`config.mk`:
```
export PLATFORM = sky130hd
export DESIGN_NAME = gpe_port
export DESIGN_NICKNAME = d
export VERILOG_FILES = /design/src/hw/gpe_pkg.sv /design/src/hw/gpe_edge_detect.sv /design/src/hw/gpe_port.sv
export SDC_FILE = /design/constraint.sdc
export NUM_CORES = 1
export LEC_CHECK = 0
export BUFFER_PORTS_ARGS = -buffer_cell sky130_fd_sc_hd__clkbuf_2
export CORE_ASPECT_RATIO = 1.2
export CORE_MARGIN = 1
export CORE_UTILIZATION = 53
export DETAILED_ROUTE_END_ITERATION = 8
export PLACE_DENSITY_LB_ADDON = 0.12
export SLEW_MARGIN = 10
export SYNTH_ARGS = -nofsm -noshare
export SYNTH_HDL_FRONTEND = slang
export SYNTH_HIERARCHICAL = 1
export SYNTH_SLANG_ARGS = --single-unit
```
`constraint.sdc`:
```
create_clock -name core_clk -period 2.4 [get_ports core_clk]
set_clock_uncertainty 0.1 [all_clocks]
set_input_delay 0.48 -clock core_clk [delete_from_list [all_inputs] [get_ports core_clk]]
set_output_delay 0.48 -clock core_clk [all_outputs]
set_load 0.02 [all_outputs]
```
`src/hw/gpe_pkg.sv`:
```
// Package: register map, field positions and reset values of the I/O port block
package gpe_pkg;
  // ----------------------------------------------------------------
  // Register byte addresses
  // ----------------------------------------------------------------
  localparam logic [11:0] GPE_PA_DATA_ADDR = 12'h000;
  localparam logic [11:0] GPE_PA_DIR_ADDR = 12'h004;
  localparam logic [11:0] GPE_EDGE_EN_ADDR = 12'h008;
  localparam logic [11:0] GPE_PB_DATA_ADDR = 12'h00C;
  localparam logic [11:0] GPE_PB_DIR_ADDR = 12'h010;
  localparam logic [11:0] GPE_PEND_ADDR = 12'h014;
  localparam logic [11:0] GPE_GMASK_ADDR = 12'h018;
  // ----------------------------------------------------------------
  // Reset values
  // ----------------------------------------------------------------
  localparam logic [7:0] GPE_EDGE_EN_RST = 8'h00;
  localparam logic [7:0] GPE_DIR_RST = 8'h00;
  localparam logic [7:0] GPE_DATA_RST = 8'h00;
  localparam logic GPE_GMASK_RST = 1'b1;
  // Port A pins without pull-up, open-drain only
  localparam logic [7:0] GPE_PA_OD_MASK = 8'h06;
  localparam logic [7:0] GPE_PA_PULLUP_RST = 8'hF9;
  // Interrupt-capable pins of one port
  localparam logic [7:0] GPE_IRQ_PIN_MASK = 8'hF0;
  // Lines per port: rising on pins 4,5, falling on pins 6,7
  localparam int GPE_RISE_LO = 4;
  localparam int GPE_FALL_LO = 6;
  localparam logic [31:0] GPE_RDATA_ZERO = 32'h0000_0000;
endpackage : gpe_pkg

```
`src/hw/gpe_edge_detect.sv`:
```
// File: synchroniser and edge detector for the interrupt lines of one port
`timescale 1ns/1ps
module gpe_edge_detect
  import gpe_pkg::*;
(
  input wire logic core_clk,
  input wire logic nrst,
  input wire logic [7:0] pinIn,
  output logic [7:0] pinSync,
  output logic [3:0] edgeSeen
);
  logic [7:0] meta_q;
  logic [7:0] sync_q;
  logic [7:0] prev_q;

  // ----------------------------------------------------------------
  // Two-stage synchroniser, then previous sample
  // ----------------------------------------------------------------
  always_ff @(posedge core_clk or negedge nrst) begin
    if (!nrst) begin
      meta_q <= 8'hFF;
      sync_q <= 8'hFF;
      prev_q <= 8'hFF;
    end else begin
      meta_q <= pinIn;
      sync_q <= meta_q;
      prev_q <= sync_q;
    end
  end

  assign pinSync = sync_q;
  // Pins 4,5 rising; pins 6,7 falling
  assign edgeSeen[1:0] = sync_q[GPE_RISE_LO +: 2] & ~prev_q[GPE_RISE_LO +: 2];
  assign edgeSeen[3:2] = ~sync_q[GPE_FALL_LO +: 2] & prev_q[GPE_FALL_LO +: 2];
endmodule : gpe_edge_detect

```
`src/hw/gpe_port.sv`:
```
// File: two eight-bit I/O ports with edge interrupt lines and APB register access
`timescale 1ns/1ps
//
// Function
// - Eight-bit read/write edge enable register, reset to zero.
// - Bit 7 arms line eight, down to bit 0 arming line one.
// - Lines one, two, five, six fire on rising edges when armed.
// - Lines three, four, seven, eight fire on falling edges when armed.
// - No external interrupt comes from any other pin.
// - Direction bit X sets pin X: 0 input, 1 output; data same mapping.
// - Data read of an input pin returns the pin level.
// - Each interrupt pin raises its own request independently.
// - Requests of one vector group are ORed together.
// - Output pin drives the latch; data read returns the latch.
// - Output-mode pins never generate interrupts.
// - Peripheral claim of a pin overrides direction and data settings.
// - Peripheral drive forces output mode, push-pull or open-drain.
// - Peripheral inputs need input mode; data read still returns pin level.
// - Port A pins 4 to 7 are lines one to four; 4,5 feed captures.
// - Port A pins 1,2 reset without pull-up, open-drain only; others pull-up.
// - Enabled edge interrupts the processor only while global mask clear.
module gpe_port
  import gpe_pkg::*;
(
  input wire logic core_clk,
  input wire logic nrst,
  input wire logic psel,
  input wire logic penable,
  input wire logic pwrite,
  input wire logic [11:0] paddr,
  input wire logic [31:0] pwdata,
  output logic [31:0] prdata,
  output logic pready,
  output logic pslverr,
  input wire logic [7:0] portaIn,
  output logic [7:0] portaOut,
  output logic [7:0] portaOe,
  output logic [7:0] portaPullup,
  input wire logic [7:0] portbIn,
  output logic [7:0] portbOut,
  output logic [7:0] portbOe,
  output logic [7:0] portbPullup,
  input wire logic [7:0] portaAltOutEn,
  input wire logic [7:0] portaAltOut,
  input wire logic [7:0] portaAltOd,
  input wire logic [7:0] portbAltOutEn,
  input wire logic [7:0] portbAltOut,
  input wire logic [7:0] portbAltOd,
  output logic [7:0] portaAltIn,
  output logic [7:0] portbAltIn,
  output logic timerCaptureOne,
  output logic timerCaptureTwo,
  output logic extIrqReq
);
  logic [7:0] extIrqEdgeEnable_q;
  logic [7:0] paData_q;
  logic [7:0] paDir_q;
  logic [7:0] pbData_q;
  logic [7:0] pbDir_q;
  logic [7:0] pend_q;
  logic [7:0] pend_d;
  logic gmask_q;
  logic [7:0] paSync;
  logic [7:0] pbSync;
  logic [3:0] paEdge;
  logic [3:0] pbEdge;
  logic [7:0] lineEdge;
  logic [7:0] lineInput;
  logic [7:0] lineFire;
  logic [7:0] pendClr;
  logic wrEn;
  logic rdEn;
  logic hit;
  logic [31:0] rdMux;

  // ----------------------------------------------------------------
  // Helpers
  // ----------------------------------------------------------------
  // Pin drive: alternate output overrides the latch where its enable is set
  function automatic logic [7:0] pin_value(input logic [7:0] altEn, input logic [7:0] alt,
                                           input logic [7:0] latch);
    pin_value = (altEn & alt) | (~altEn & latch);
  endfunction : pin_value

  // Data read: latch for outputs, pin level for inputs
  function automatic logic [7:0] data_read(input logic [7:0] dir, input logic [7:0] latch,
                                           input logic [7:0] pins);
    data_read = (dir & latch) | (~dir & pins);
  endfunction : data_read

  // ----------------------------------------------------------------
  // Edge detection
  // ----------------------------------------------------------------
  gpe_edge_detect uPaEdge (
    .core_clk(core_clk),
    .nrst(nrst),
    .pinIn(portaIn),
    .pinSync(paSync),
    .edgeSeen(paEdge)
  );

  gpe_edge_detect uPbEdge (
    .core_clk(core_clk),
    .nrst(nrst),
    .pinIn(portbIn),
    .pinSync(pbSync),
    .edgeSeen(pbEdge)
  );

  // Line order: bit0 line one .. bit7 line eight
  // Port A pins 4..7 are lines one..four, port B pins 4..7 lines five..eight
  assign lineEdge = {pbEdge, paEdge};
  // A line is live only while its pin is an input without peripheral drive
  assign lineInput = {~pbDir_q[7:4] & ~portbAltOutEn[7:4], ~paDir_q[7:4] & ~portaAltOutEn[7:4]};
  // Only the eight armed lines can fire
  assign lineFire = lineEdge & lineInput & extIrqEdgeEnable_q;

  // ----------------------------------------------------------------
  // APB slave, zero wait states
  // ----------------------------------------------------------------
  assign pready = 1'b1;
  assign wrEn = psel & penable & pwrite;
  assign rdEn = psel & ~pwrite;

  always_comb begin
    hit = 1'b1;
    rdMux = GPE_RDATA_ZERO;
    if (paddr == GPE_PA_DATA_ADDR) begin
      rdMux[7:0] = data_read(paDir_q, paData_q, paSync);
    end else if (paddr == GPE_PA_DIR_ADDR) begin
      rdMux[7:0] = paDir_q;
    end else if (paddr == GPE_EDGE_EN_ADDR) begin
      rdMux[7:0] = extIrqEdgeEnable_q;
    end else if (paddr == GPE_PB_DATA_ADDR) begin
      rdMux[7:0] = data_read(pbDir_q, pbData_q, pbSync);
    end else if (paddr == GPE_PB_DIR_ADDR) begin
      rdMux[7:0] = pbDir_q;
    end else if (paddr == GPE_PEND_ADDR) begin
      rdMux[7:0] = pend_q;
    end else if (paddr == GPE_GMASK_ADDR) begin
      rdMux[0] = gmask_q;
    end else begin
      hit = 1'b0;
    end
  end

  assign pslverr = psel & penable & ~hit;

  always_ff @(posedge core_clk or negedge nrst) begin
    if (!nrst) begin
      prdata <= GPE_RDATA_ZERO;
    end else if (rdEn & ~penable) begin
      prdata <= rdMux;
    end
  end

  // ----------------------------------------------------------------
  // Configuration registers
  // ----------------------------------------------------------------
  always_ff @(posedge core_clk or negedge nrst) begin
    if (!nrst) begin
      extIrqEdgeEnable_q <= GPE_EDGE_EN_RST;
    end else if (wrEn && paddr == GPE_EDGE_EN_ADDR) begin
      extIrqEdgeEnable_q <= pwdata[7:0];
    end
  end

  always_ff @(posedge core_clk or negedge nrst) begin
    if (!nrst) begin
      paData_q <= GPE_DATA_RST;
      paDir_q <= GPE_DIR_RST;
      pbData_q <= GPE_DATA_RST;
      pbDir_q <= GPE_DIR_RST;
    end else if (wrEn) begin
      if (paddr == GPE_PA_DATA_ADDR) begin
        paData_q <= pwdata[7:0];
      end else if (paddr == GPE_PA_DIR_ADDR) begin
        paDir_q <= pwdata[7:0];
      end else if (paddr == GPE_PB_DATA_ADDR) begin
        pbData_q <= pwdata[7:0];
      end else if (paddr == GPE_PB_DIR_ADDR) begin
        pbDir_q <= pwdata[7:0];
      end
    end
  end

  always_ff @(posedge core_clk or negedge nrst) begin
    if (!nrst) begin
      gmask_q <= GPE_GMASK_RST;
    end else if (wrEn && paddr == GPE_GMASK_ADDR) begin
      gmask_q <= pwdata[0];
    end
  end

  // ----------------------------------------------------------------
  // Pending latches: write 1 clears, new edge wins over clear
  // ----------------------------------------------------------------
  assign pendClr = (wrEn && paddr == GPE_PEND_ADDR) ? pwdata[7:0] : 8'h00;
  assign pend_d = (pend_q & ~pendClr) | lineFire;

  always_ff @(posedge core_clk or negedge nrst) begin
    if (!nrst) begin
      pend_q <= 8'h00;
    end else begin
      pend_q <= pend_d;
    end
  end

  // Shared vector: all lines ORed, held pending while masked
  assign extIrqReq = (|pend_q) & ~gmask_q;

  // ----------------------------------------------------------------
  // Pin drivers
  // ----------------------------------------------------------------
  always_ff @(posedge core_clk or negedge nrst) begin
    if (!nrst) begin
      portaOut <= GPE_DATA_RST;
      portaOe <= GPE_DIR_RST;
      portbOut <= GPE_DATA_RST;
      portbOe <= GPE_DIR_RST;
    end else begin
      // Open-drain pins drive only a low level
      portaOut <= pin_value(portaAltOutEn, portaAltOut, paData_q);
      portaOe <= (portaAltOutEn | paDir_q) & ~((GPE_PA_OD_MASK | (portaAltOd & portaAltOutEn))
                 & pin_value(portaAltOutEn, portaAltOut, paData_q));
      portbOut <= pin_value(portbAltOutEn, portbAltOut, pbData_q);
      portbOe <= (portbAltOutEn | pbDir_q) & ~(portbAltOd & portbAltOutEn
                 & pin_value(portbAltOutEn, portbAltOut, pbData_q));
    end
  end

  // Pull-ups only on inputs with pull-up capability
  assign portaPullup = GPE_PA_PULLUP_RST & ~paDir_q & ~portaAltOutEn;
  assign portbPullup = ~pbDir_q & ~portbAltOutEn;

  // ----------------------------------------------------------------
  // Peripheral inputs
  // ----------------------------------------------------------------
  assign portaAltIn = paSync;
  assign portbAltIn = pbSync;
  assign timerCaptureOne = paSync[4];
  assign timerCaptureTwo = paSync[5];
endmodule : gpe_port

```
Word level (Yosys, flattened, before mapping):

Cells that the tools add are included.

* register bits: 137
* logic and storage cells: 109
* output and inout port bits: 101

* multiplexer cells: 16
* eq/ne operators: 6
* bitwise logic cells: 60
* reduce and logical (&&, ||, !) cells: 9

Operators by type and width (number)
* 8-bit bitwise AND: 19
* 8-bit NOT: 7
* 8-bit OR: 7
* 8-bit 2-to-1 mux: 6
* 12-bit by 5-bit equality test with 1-bit output (second input constant): 3
* 12-bit by 4-bit equality test with 1-bit output (second input constant): 2
* 4-bit NOT: 4
* 12-bit by 3-bit equality test with 1-bit output (second input constant): 1
* 12-bit zero test: 1
* 1-bit 2-to-1 mux: 9
* 2-bit bitwise AND: 4
* 4-bit bitwise AND: 2
* 2-bit NOT: 4
* 8-bit OR reduction: 1
* 7-bit 2-to-1 mux: 1
* 1-bit NOT: 7
* 1-bit bitwise AND: 6
* 5-bit AND reduction: 1
* 4-bit AND reduction: 1
* 1-bit logical AND: 3
* 3-bit AND reduction: 1
* 2-bit AND reduction: 1

Logic depth before layout (Yosys ltp):

Gate-level depths: netlist of the first run.

* word-level depth: 10
* gate-level depth with buffers: 6
* depth with buffers taken out: 4

Cells and area by module:

The synthesis of the first run kept the hierarchy.

By module, submodules not included
* gpe_port: area an instance 4369.2 um^2, cells an instance 367, times used 1, sequential area each 2228.4 um^2
* gpe_edge_detect: area an instance 580.6 um^2, cells an instance 24, times used 2, sequential area each 525.5 um^2

Worst setup path after synthesis of the first run:

OpenSTA, ideal clock, no wires.

* kind: input-to-output
* start: input port paddr[4]
* end: output port pslverr
* setup slack: 0.214 ns
* buffers on the path: 3
* arrival time: 1.606 ns
* stages on the path: 5
* cells stage by stage: buf_4 -> clkbuf_1 -> clkbuf_1 -> nand2_1 -> a21oi_1

* longest elaborated chain between the ends: 10
* elaborated cells on any way between the ends: 16
* those cells by class: 6 x eq/ne; 7 x mux; 2 x bitwise; 1 x reduce/logical

Ends and longest elaborated chain
* from (decl): line gpe_port.sv:30 `input wire logic [11:0] paddr,`
* 12-bit by 5-bit equality test with 1-bit output: line gpe_port.sv:140 `end else if (paddr == GPE_GMASK_ADDR) begin`
* 1-bit 2-to-1 mux: line gpe_port.sv:140
* 1-bit 2-to-1 mux: line gpe_port.sv:138 `end else if (paddr == GPE_PEND_ADDR) begin`
* 1-bit 2-to-1 mux: line gpe_port.sv:136 `end else if (paddr == GPE_PB_DIR_ADDR) begin`
* 1-bit 2-to-1 mux: line gpe_port.sv:134 `end else if (paddr == GPE_PB_DATA_ADDR) begin`
* 1-bit 2-to-1 mux: line gpe_port.sv:132 `end else if (paddr == GPE_EDGE_EN_ADDR) begin`
* 1-bit 2-to-1 mux: line gpe_port.sv:130 `end else if (paddr == GPE_PA_DIR_ADDR) begin`
* 1-bit 2-to-1 mux (*): line gpe_port.sv:128 `if (paddr == GPE_PA_DATA_ADDR) begin`
* 1-bit NOT (*): line gpe_port.sv:147 `assign pslverr = psel & penable & ~hit;`
* 1-bit bitwise AND (*): line gpe_port.sv:147
* to (decl): line gpe_port.sv:34 `output logic pslverr,`

Every way passes the cells marked *; elsewhere a longest branch is shown, timed or not.

Final worst setup path of the first run:

* start: register pend_q[6]
* end: output port extIrqReq

* longest elaborated chain between the ends: 2

Ends and longest elaborated chain
* from (decl): line gpe_port.sv:60 `logic [7:0] pend_q;`
* from (signal assigned): line gpe_port.sv:205 `pend_q <= pend_d;`
* 8-bit OR reduction: line gpe_port.sv:210 `assign extIrqReq = (|pend_q) & ~gmask_q;`
* 1-bit bitwise AND: line gpe_port.sv:210
* to (decl): line gpe_port.sv:53 `output logic extIrqReq`

Every way passes these cells.

==> out/metrics.cfg, run 1 <==
[timing]
timing.final.max_slew_violations = 0
setup_total_negative_slack_ns = 0
hold_viol = 0
finalSetupViolCount = 0
post-route-period-util = 0.8872
worst_slew_pin_slew_ns = 0.5771
post_layout_worst_setup_margin_ns = 0.2707
grt_setup_unrepaired = no
period_needed_ns = 2.129
max_freq_mhz = 469.6
timing.slew.headroom = 0.6144

[min_path]
min-delay-path-class = in2reg
worstHoldPathCells = 1
min_delay_worst_endpoint = uPaEdge/meta_q[5]$_DFF_PN1_
hold_path.startpoint = portaIn[5]

[worst_setup_path]
crit_required_ns = 1.82
setup.worst_path.class = reg2out
startpoint_type = flip-flop
cp_endpoint_kind = output pin
critical-path-slowest-cell = dfrtp_1
r2r.worst_path.cells = 4
setup.reg_to_reg.worst_slack_ns = 0.67
worst_r2r_endpoint = prdata[6]$_DFFE_PN0P_
critPathArrivalTime_ns = 1.55
critical_path_buf_inv_count = 1
critical_path.max_stage_delay_ns = 0.41
path_delay_family = flip-flops
critical_path_depth = 3
critical_path_peak_fanout = 3
crit-reg2reg-launch = uPaEdge/pinSync[6]$_DFF_PN1_
timing.critical_path.cells = nor4_1, a21oi_1, clkbuf_2

[floorplanning]
core_area_sq_um = 10060
ioPinCount = 214
die_area_sq_um = 10850
dieHeight_um = 113.9
die_w_um = 95.25
initial_core_util = 0.5498
site_rows = 40

[yosys]
synth_warnings = 6
syn_area_per_cell_sq_um = 13.33
synth-edff-count = 0
yosysMostFrequentCell = dfrtp_1
ys_seq_area_frac = 0.5930
synth.cell_area_sq_um = 5530
post_synth_num_cell_types = 43
yosysTopAreaCellShare = 0.3982
netlist_top_cells_area = dfrtp_1 40%, dfstp_2 19%, mux2_2 10%
yosys_register_bits = 129
synth.top_cells.by_count = 88 x dfrtp_1, 49 x mux2_2, 41 x dfstp_2
postSynth.asyncResetShare = 1.000
cells_after_synth = 415
yosys_most_used_dff = dfrtp_1
yosysTopAreaCell = dfrtp_1

[place]
place_worst_setup_slack_ns = 0.1321
detailed_place_hpwl_um = 9105
portBuffers = 160
finalWeightedCongestion = 0.8213

[clocking]
root_buffer = clkbuf_16
cts_resized = 0
cts_max_path_buffers = 2
worstSkewPairLatency_ns = 0.41
tritoncts_clock_tree = built
number_of_sinks_on_the_clock_net = 129
numCtsBuffers = 17
clk_pin_slew_ns = 0.06
cts_h_tree_depth = 4

[global_routing]
grt_max_degree = 71
number_of_antenna_violations_at_the_first_check_in_global_routing = 0
globalRouteOverflowTotal = 0
grt_pass1_wl_um = 20380
grt_pass1_vias = 4042
groute.usage.overall = 0.2560

[drt]
dr.first_iter.drc_count = 212
vias_per_cell = 5.478
routed-via-count = 4026
routedWlPerCell_um = 17.75
ant_nets = 0
postRouteWirelength_um = 13050
first_pass_iters = 4
post-route-drc-count = 0

[power_and_ir_drop]
p_leak_nw = 3.463
power.density_cell_area_nw_per_um2 = 756.5
worst_ir_drop_vdd_v = 0.0004804

[final_layout]
final_layout_fill_cell_count = 740
syn_to_layout_area_delta_pct = 27.29
diodes = 0
postLayoutCoreUtil = 0.6998
finish.net_count = 709
drive_gt1_frac = 0.5271

[flow_run]
drv.max_cap_violation_count = 0

[status]
run_status = complete, no violations

-- worst register-to-register path, cell delays in order (launching register included) --
cell	delay, ns
dfstp_2	0.58
or4b_2	0.58
o311ai_0	0.12
a21oi_1	0.11
o22ai_1	0.15
-- cell usage in the layout, fill, tap and decap left out, types with 3 or more instances in the layout --
cell and count:
clkbuf_8 3, conb_1 27, mux2_2 49, nor2b_1 3, o22ai_1 8, o21a_1 5
a21oi_1 10, nor2b_4 8, a32o_1 8, inv_1 6, clkinv_2 4, mux2i_1 23
nand3_1 7, dfrtp_1 88, dfstp_2 41, clkbuf_16 17, nand2b_1 11, o221ai_1 7
nor2_1 23, nand2_1 12, clkbuf_2 159, buf_4 18, nand4_1 9, mux2_4 8
a31oi_1 19, clkbuf_1 6
-- cell type report --
cell class | instances | area, sq um | share of cell area
flip-flops and latches | 129 | 3279 | 0.4659
multi-input cells | 262 | 2038 | 0.2895
repair buffers | 180 | 972.2 | 0.1381
clock buffers | 26 | 489.2 | 0.06950
well taps | 126 | 157.7 | 0.02240
clock inverters | 6 | 80.08 | 0.01138
inverters | 6 | 22.52 | 0.003199
-- worst max-delay path by stage --
stage	start	end	slack [ns]
after floorplan	paddr[4]	pslverr	0.21
after global placement	paddr[9]	pbDir_q[7]$_DFFE_PN0P_	0.16
after detailed placement	paddr[9]	paData_q[3]$_DFFE_PN0P_	0.13
after CTS	pend_q[6]$_DFF_PN0_	extIrqReq	0.28
after global routing	pend_q[6]$_DFF_PN0_	extIrqReq	0.16
final	pend_q[6]$_DFF_PN0_	extIrqReq	0.27
-- kinds of logic (layout without fill, tap and decap cells) --
family | count (synthesis) | after routing | synth area share
compound gates | 62 | 62 | 0.07919
mux | 80 | 80 | 0.1631
buf+inv | 49 | 218 | 0.05633
simple gates | 93 | 93 | 0.1070
other cells | 2 | 27 | 0.001358
flops | 129 | 129 | 0.5930
-- stage by stage --
step	power, mW	hold WS, ns	instances	instance area, sq um
3_5_place_dp	2.877	0.2468	702	6460
6_report	5.325	0.05216	735	7039
2_1_floorplan	2.654	0.08441	440	5624
5_1_grt	5.522	0.03846	735	7039
4_1_cts	5.364	0.04087	735	7039
3_3_place_gp	2.865	0.2454	702	6460
-- per-layer routing --
layer,global-route usage,wire (um),share of wire
met5,0,0,0
met4,0.1081,252,0.019
met3,0.06600,835,0.064
met2,0.4243,6947,0.53
met1,0.3143,5014,0.38
-- power by group --
group | leakage [nW] | internal, mW | switching [mW] | total, mW
combinational | 1.58 | 0.184 | 0.335 | 0.519
sequential | 1.60 | 2.28 | 0.0387 | 2.32
clock | 0.282 | 1.60 | 0.878 | 2.48
total | 3.46 | 4.07 | 1.25 | 5.33
-- repair_timing --
item                      CTS  global route
buffers inserted            0             0
hold buffers                1             0
hold endpoints to repair   22             0
Power figures use the tool's default switching activity.
==> run 2: changes to the inputs <==
ABC_AREA = 1   (was unset)
==> out/metrics.cfg, run 2 <==
[drt]
routed-via-count = 4540  ; +13%
vias_per_cell = 5.050  ; -7.8%
ant_nets = 0  ; unchanged
met2WireLength_um = 6990  ; +0.62%
postRouteWirelength_um = 13390  ; +2.6%
first_pass_iters = 5  ; +1
routedLengthMet1_um = 5536  ; +10%
wl_met3_um = 607  ; -27%
dr.max_layer_used = met4
post-route-drc-count = 0  ; unchanged
dr.first_iter.drc_count = 267  ; +26%
routedWlPerCell_um = 14.90  ; -16%

[final_layout]
final_cells = 899  ; +22%
finish.net_count = 870  ; +23%
syn_to_layout_area_delta_pct = 27.80
final_layout_fill_cell_count = 833  ; +13%
mostFrequentLayoutCells = 159 x clkbuf_2, 115 x nand2_1, 88 x dfrtp_1
drive_gt1_frac = 0.4195  ; -0.1076
postLayoutCoreUtil = 0.6919  ; -0.007857
layout.cells.most_common = clkbuf_2
diodes = 0  ; unchanged
postLayoutCellArea_sq_um = 7241  ; +2.9%

[min_path]
min_delay_worst_endpoint = uPbEdge/meta_q[6]$_DFF_PN1_
min-delay-path-class = in2reg
hold_path.startpoint = portbIn[6]
worstHoldPathCells = 1  ; unchanged

[clocking]
cts_resized = 0  ; unchanged
tritoncts_clock_tree = built
worstSkewPairLatency_ns = 0.42  ; about the same
cts_h_tree_depth = 4  ; unchanged
clk_pin_slew_ns = 0.06  ; about the same
root_buffer = clkbuf_16
number_of_sinks_on_the_clock_net = 129  ; unchanged
cts_max_path_buffers = 2  ; unchanged
numCtsBuffers = 17  ; unchanged

[worst_setup_path]
worst_path_most_repeated_cell = clkbuf_2
cp_endpoint_kind = output pin
setup.worst_path.class = in2out
crit-reg2reg-launch = uPbEdge/pinSync[7]$_DFF_PN1_
setup.reg_to_reg.worst_slack_ns = 1.02  ; +0.35 ns
crit_required_ns = 1.82  ; about the same
worst_r2r_endpoint = prdata[7]$_DFFE_PN0P_
timing.critical_path.cells = clkbuf_2, inv_1, nor2_1, nand2_1, nor3_2, or2_2, a311oi_1, buf_4, clkbuf_2
startpoint_type = input pin
critical_path.max_stage_delay_ns = 0.31  ; -0.10 ns
critical-path-slowest-cell = a311oi_1
critical_path_peak_fanout = 4  ; +1
critical_path.startpoint = paddr[4]
r2r.worst_path.cells = 8  ; +4
critPathArrivalTime_ns = 1.72  ; +0.17 ns

[floorplanning]
die_area_sq_um = 11110  ; +2.4%
die_w_um = 96.38  ; +1.2%
dieHeight_um = 115.3  ; +1.2%
ioPinCount = 214  ; unchanged
initial_core_util = 0.5414  ; -0.008383
site_rows = 41  ; +2.5%
core_area_sq_um = 10470  ; +4.0%

[yosys]
post_synth_num_cell_types = 36  ; -16%
muxShareOfSynthArea = 0.02540  ; -0.1377
netlist_top_cells_area = dfrtp_1 39%, dfstp_2 19%, nand2_1 7.6%
yosysMostFrequentCell = nand2_1
cells_after_synth = 573  ; +38%
yosys_most_used_dff = dfrtp_1
synth_fa_ha_area_frac = 0  ; unchanged
ys_seq_area_frac = 0.5788  ; -0.01414
synth.cell_area_sq_um = 5665  ; +2.4%
synth.top_cells.by_count = 115 x nand2_1, 88 x dfrtp_1, 64 x inv_1
syn_area_per_cell_sq_um = 9.887  ; -26%
synth_xor_xnor_area_share = 0  ; unchanged
synth_area_in_compound_gates = 0.1023  ; +0.02307
synth_area_in_simple_gates = 0.2012  ; +0.09418
synth-edff-count = 0  ; unchanged
postSynth.asyncResetShare = 1.000  ; unchanged
combinational_family_with_the_most_area_after_synthesis = simple AND/OR/NAND/NOR gates
yosysTopAreaCell = dfrtp_1
synth_warnings = 6  ; unchanged
yosysTopAreaCellShare = 0.3887  ; -0.009497
yosys_register_bits = 129  ; unchanged

[global_routing]
groute.usage.overall = 0.2612  ; +0.005260
number_of_antenna_violations_at_the_first_check_in_global_routing = 0  ; unchanged
grt_pass1_vias = 4336  ; +7.3%
grt_max_degree = 49  ; -31%
globalRouteOverflowTotal = 0  ; unchanged
grt_pass1_wl_um = 21290  ; +4.5%

[timing]
max_freq_mhz = 434.1  ; -7.6%
period_needed_ns = 2.303  ; +0.1742 ns
finalSetupViolCount = 0  ; unchanged
timing.final.max_slew_violations = 0  ; unchanged
hold_ws_ns = 0.03920  ; -0.01297 ns
post_layout_worst_setup_margin_ns = 0.09653  ; -0.1742 ns
setup_total_negative_slack_ns = 0  ; unchanged
grt_setup_unrepaired = no
hold_viol = 0  ; unchanged
post-route-period-util = 0.9598  ; +0.07258

[place]
detailed_place_hpwl_um = 10040  ; +10%
finalWeightedCongestion = 0.8459  ; +3.0%
placed_area_sq_um = 6591  ; +2.0%
portBuffers = 160  ; unchanged
place_inst = 866  ; +23%
place_worst_setup_slack_ns = 0.09544  ; -0.03665 ns

[flow_run]
drv.max_cap_violation_count = 0  ; unchanged

[power_and_ir_drop]
p_leak_nw = 3.781  ; +9.2%
power.density_cell_area_nw_per_um2 = 764.5  ; +1.1%
worst_ir_drop_vdd_v = 0.0004786  ; -0.37%
design_power_total_mw = 5.535  ; +3.9%

[status]
run_status = complete, no violations

-- run 2: cell count changes after synthesis, sizes merged, moves of 11 or more --
cell    before  now
a31o         0   14
a31oi       19    0
inv          6   65
mux2        57   11
mux2i       23    2
nand2       12  123
nand2b      11    0
nand3        7   42
nor2        24   54
nor2b       11    0
o21ai        1   65
-- run 2: cells by family after synthesis --
family,count (synthesis)
DFF,129
other,2
muxes,13
and+or+nand+nor,238
buffers and inverters,102
AOI/OAI and AO/OA,89
-- run 2: worst max path at each step --
stage                     depth (start not counted)       to
final                                             9  pslverr
after global routing                              9  pslverr
after CTS                                         9  pslverr
after detailed placement                          9  pslverr
after global placement                            9  pslverr
after floorplan                                   6  pslverr
-- run 2: power breakdown --
group,internal (mW),switching [mW]
registers,2.28,0.0318
clock network,1.80,0.956
logic,0.162,0.312
total,4.24,1.30
-- run 2: area by class of cell --
cell class,instances,area (sq um),area share
inverter,65,246.5,0.03404
tap,129,161.4,0.02229
timing repair buffer,177,949.7,0.1312
clock buffer,20,456.7,0.06307
multi-input combinational,367,1964,0.2713
sequential,129,3279,0.4529
clock inverter,12,182.7,0.02523
-- run 2: what timing repair did --
item	in CTS	in global routing
setup buffers	0	0
hold buffers	1	0
endpoints found under the hold margin	33	0
setup endpoints to repair	0	0
-- run 2: metal layers --
metal  vias up  track usage
met5         -            0
met4         0      0.09706
met3        21      0.05886
met2       134       0.4444
met1      2201       0.3232
li1       2184            -
-- run 2: critical path: cells and delay by family --
kind,cells,cell delay [ns]
buffers and inverters,4,0.47
and+or+nand+nor,4,0.45
AOI/OAI and AO/OA,1,0.31
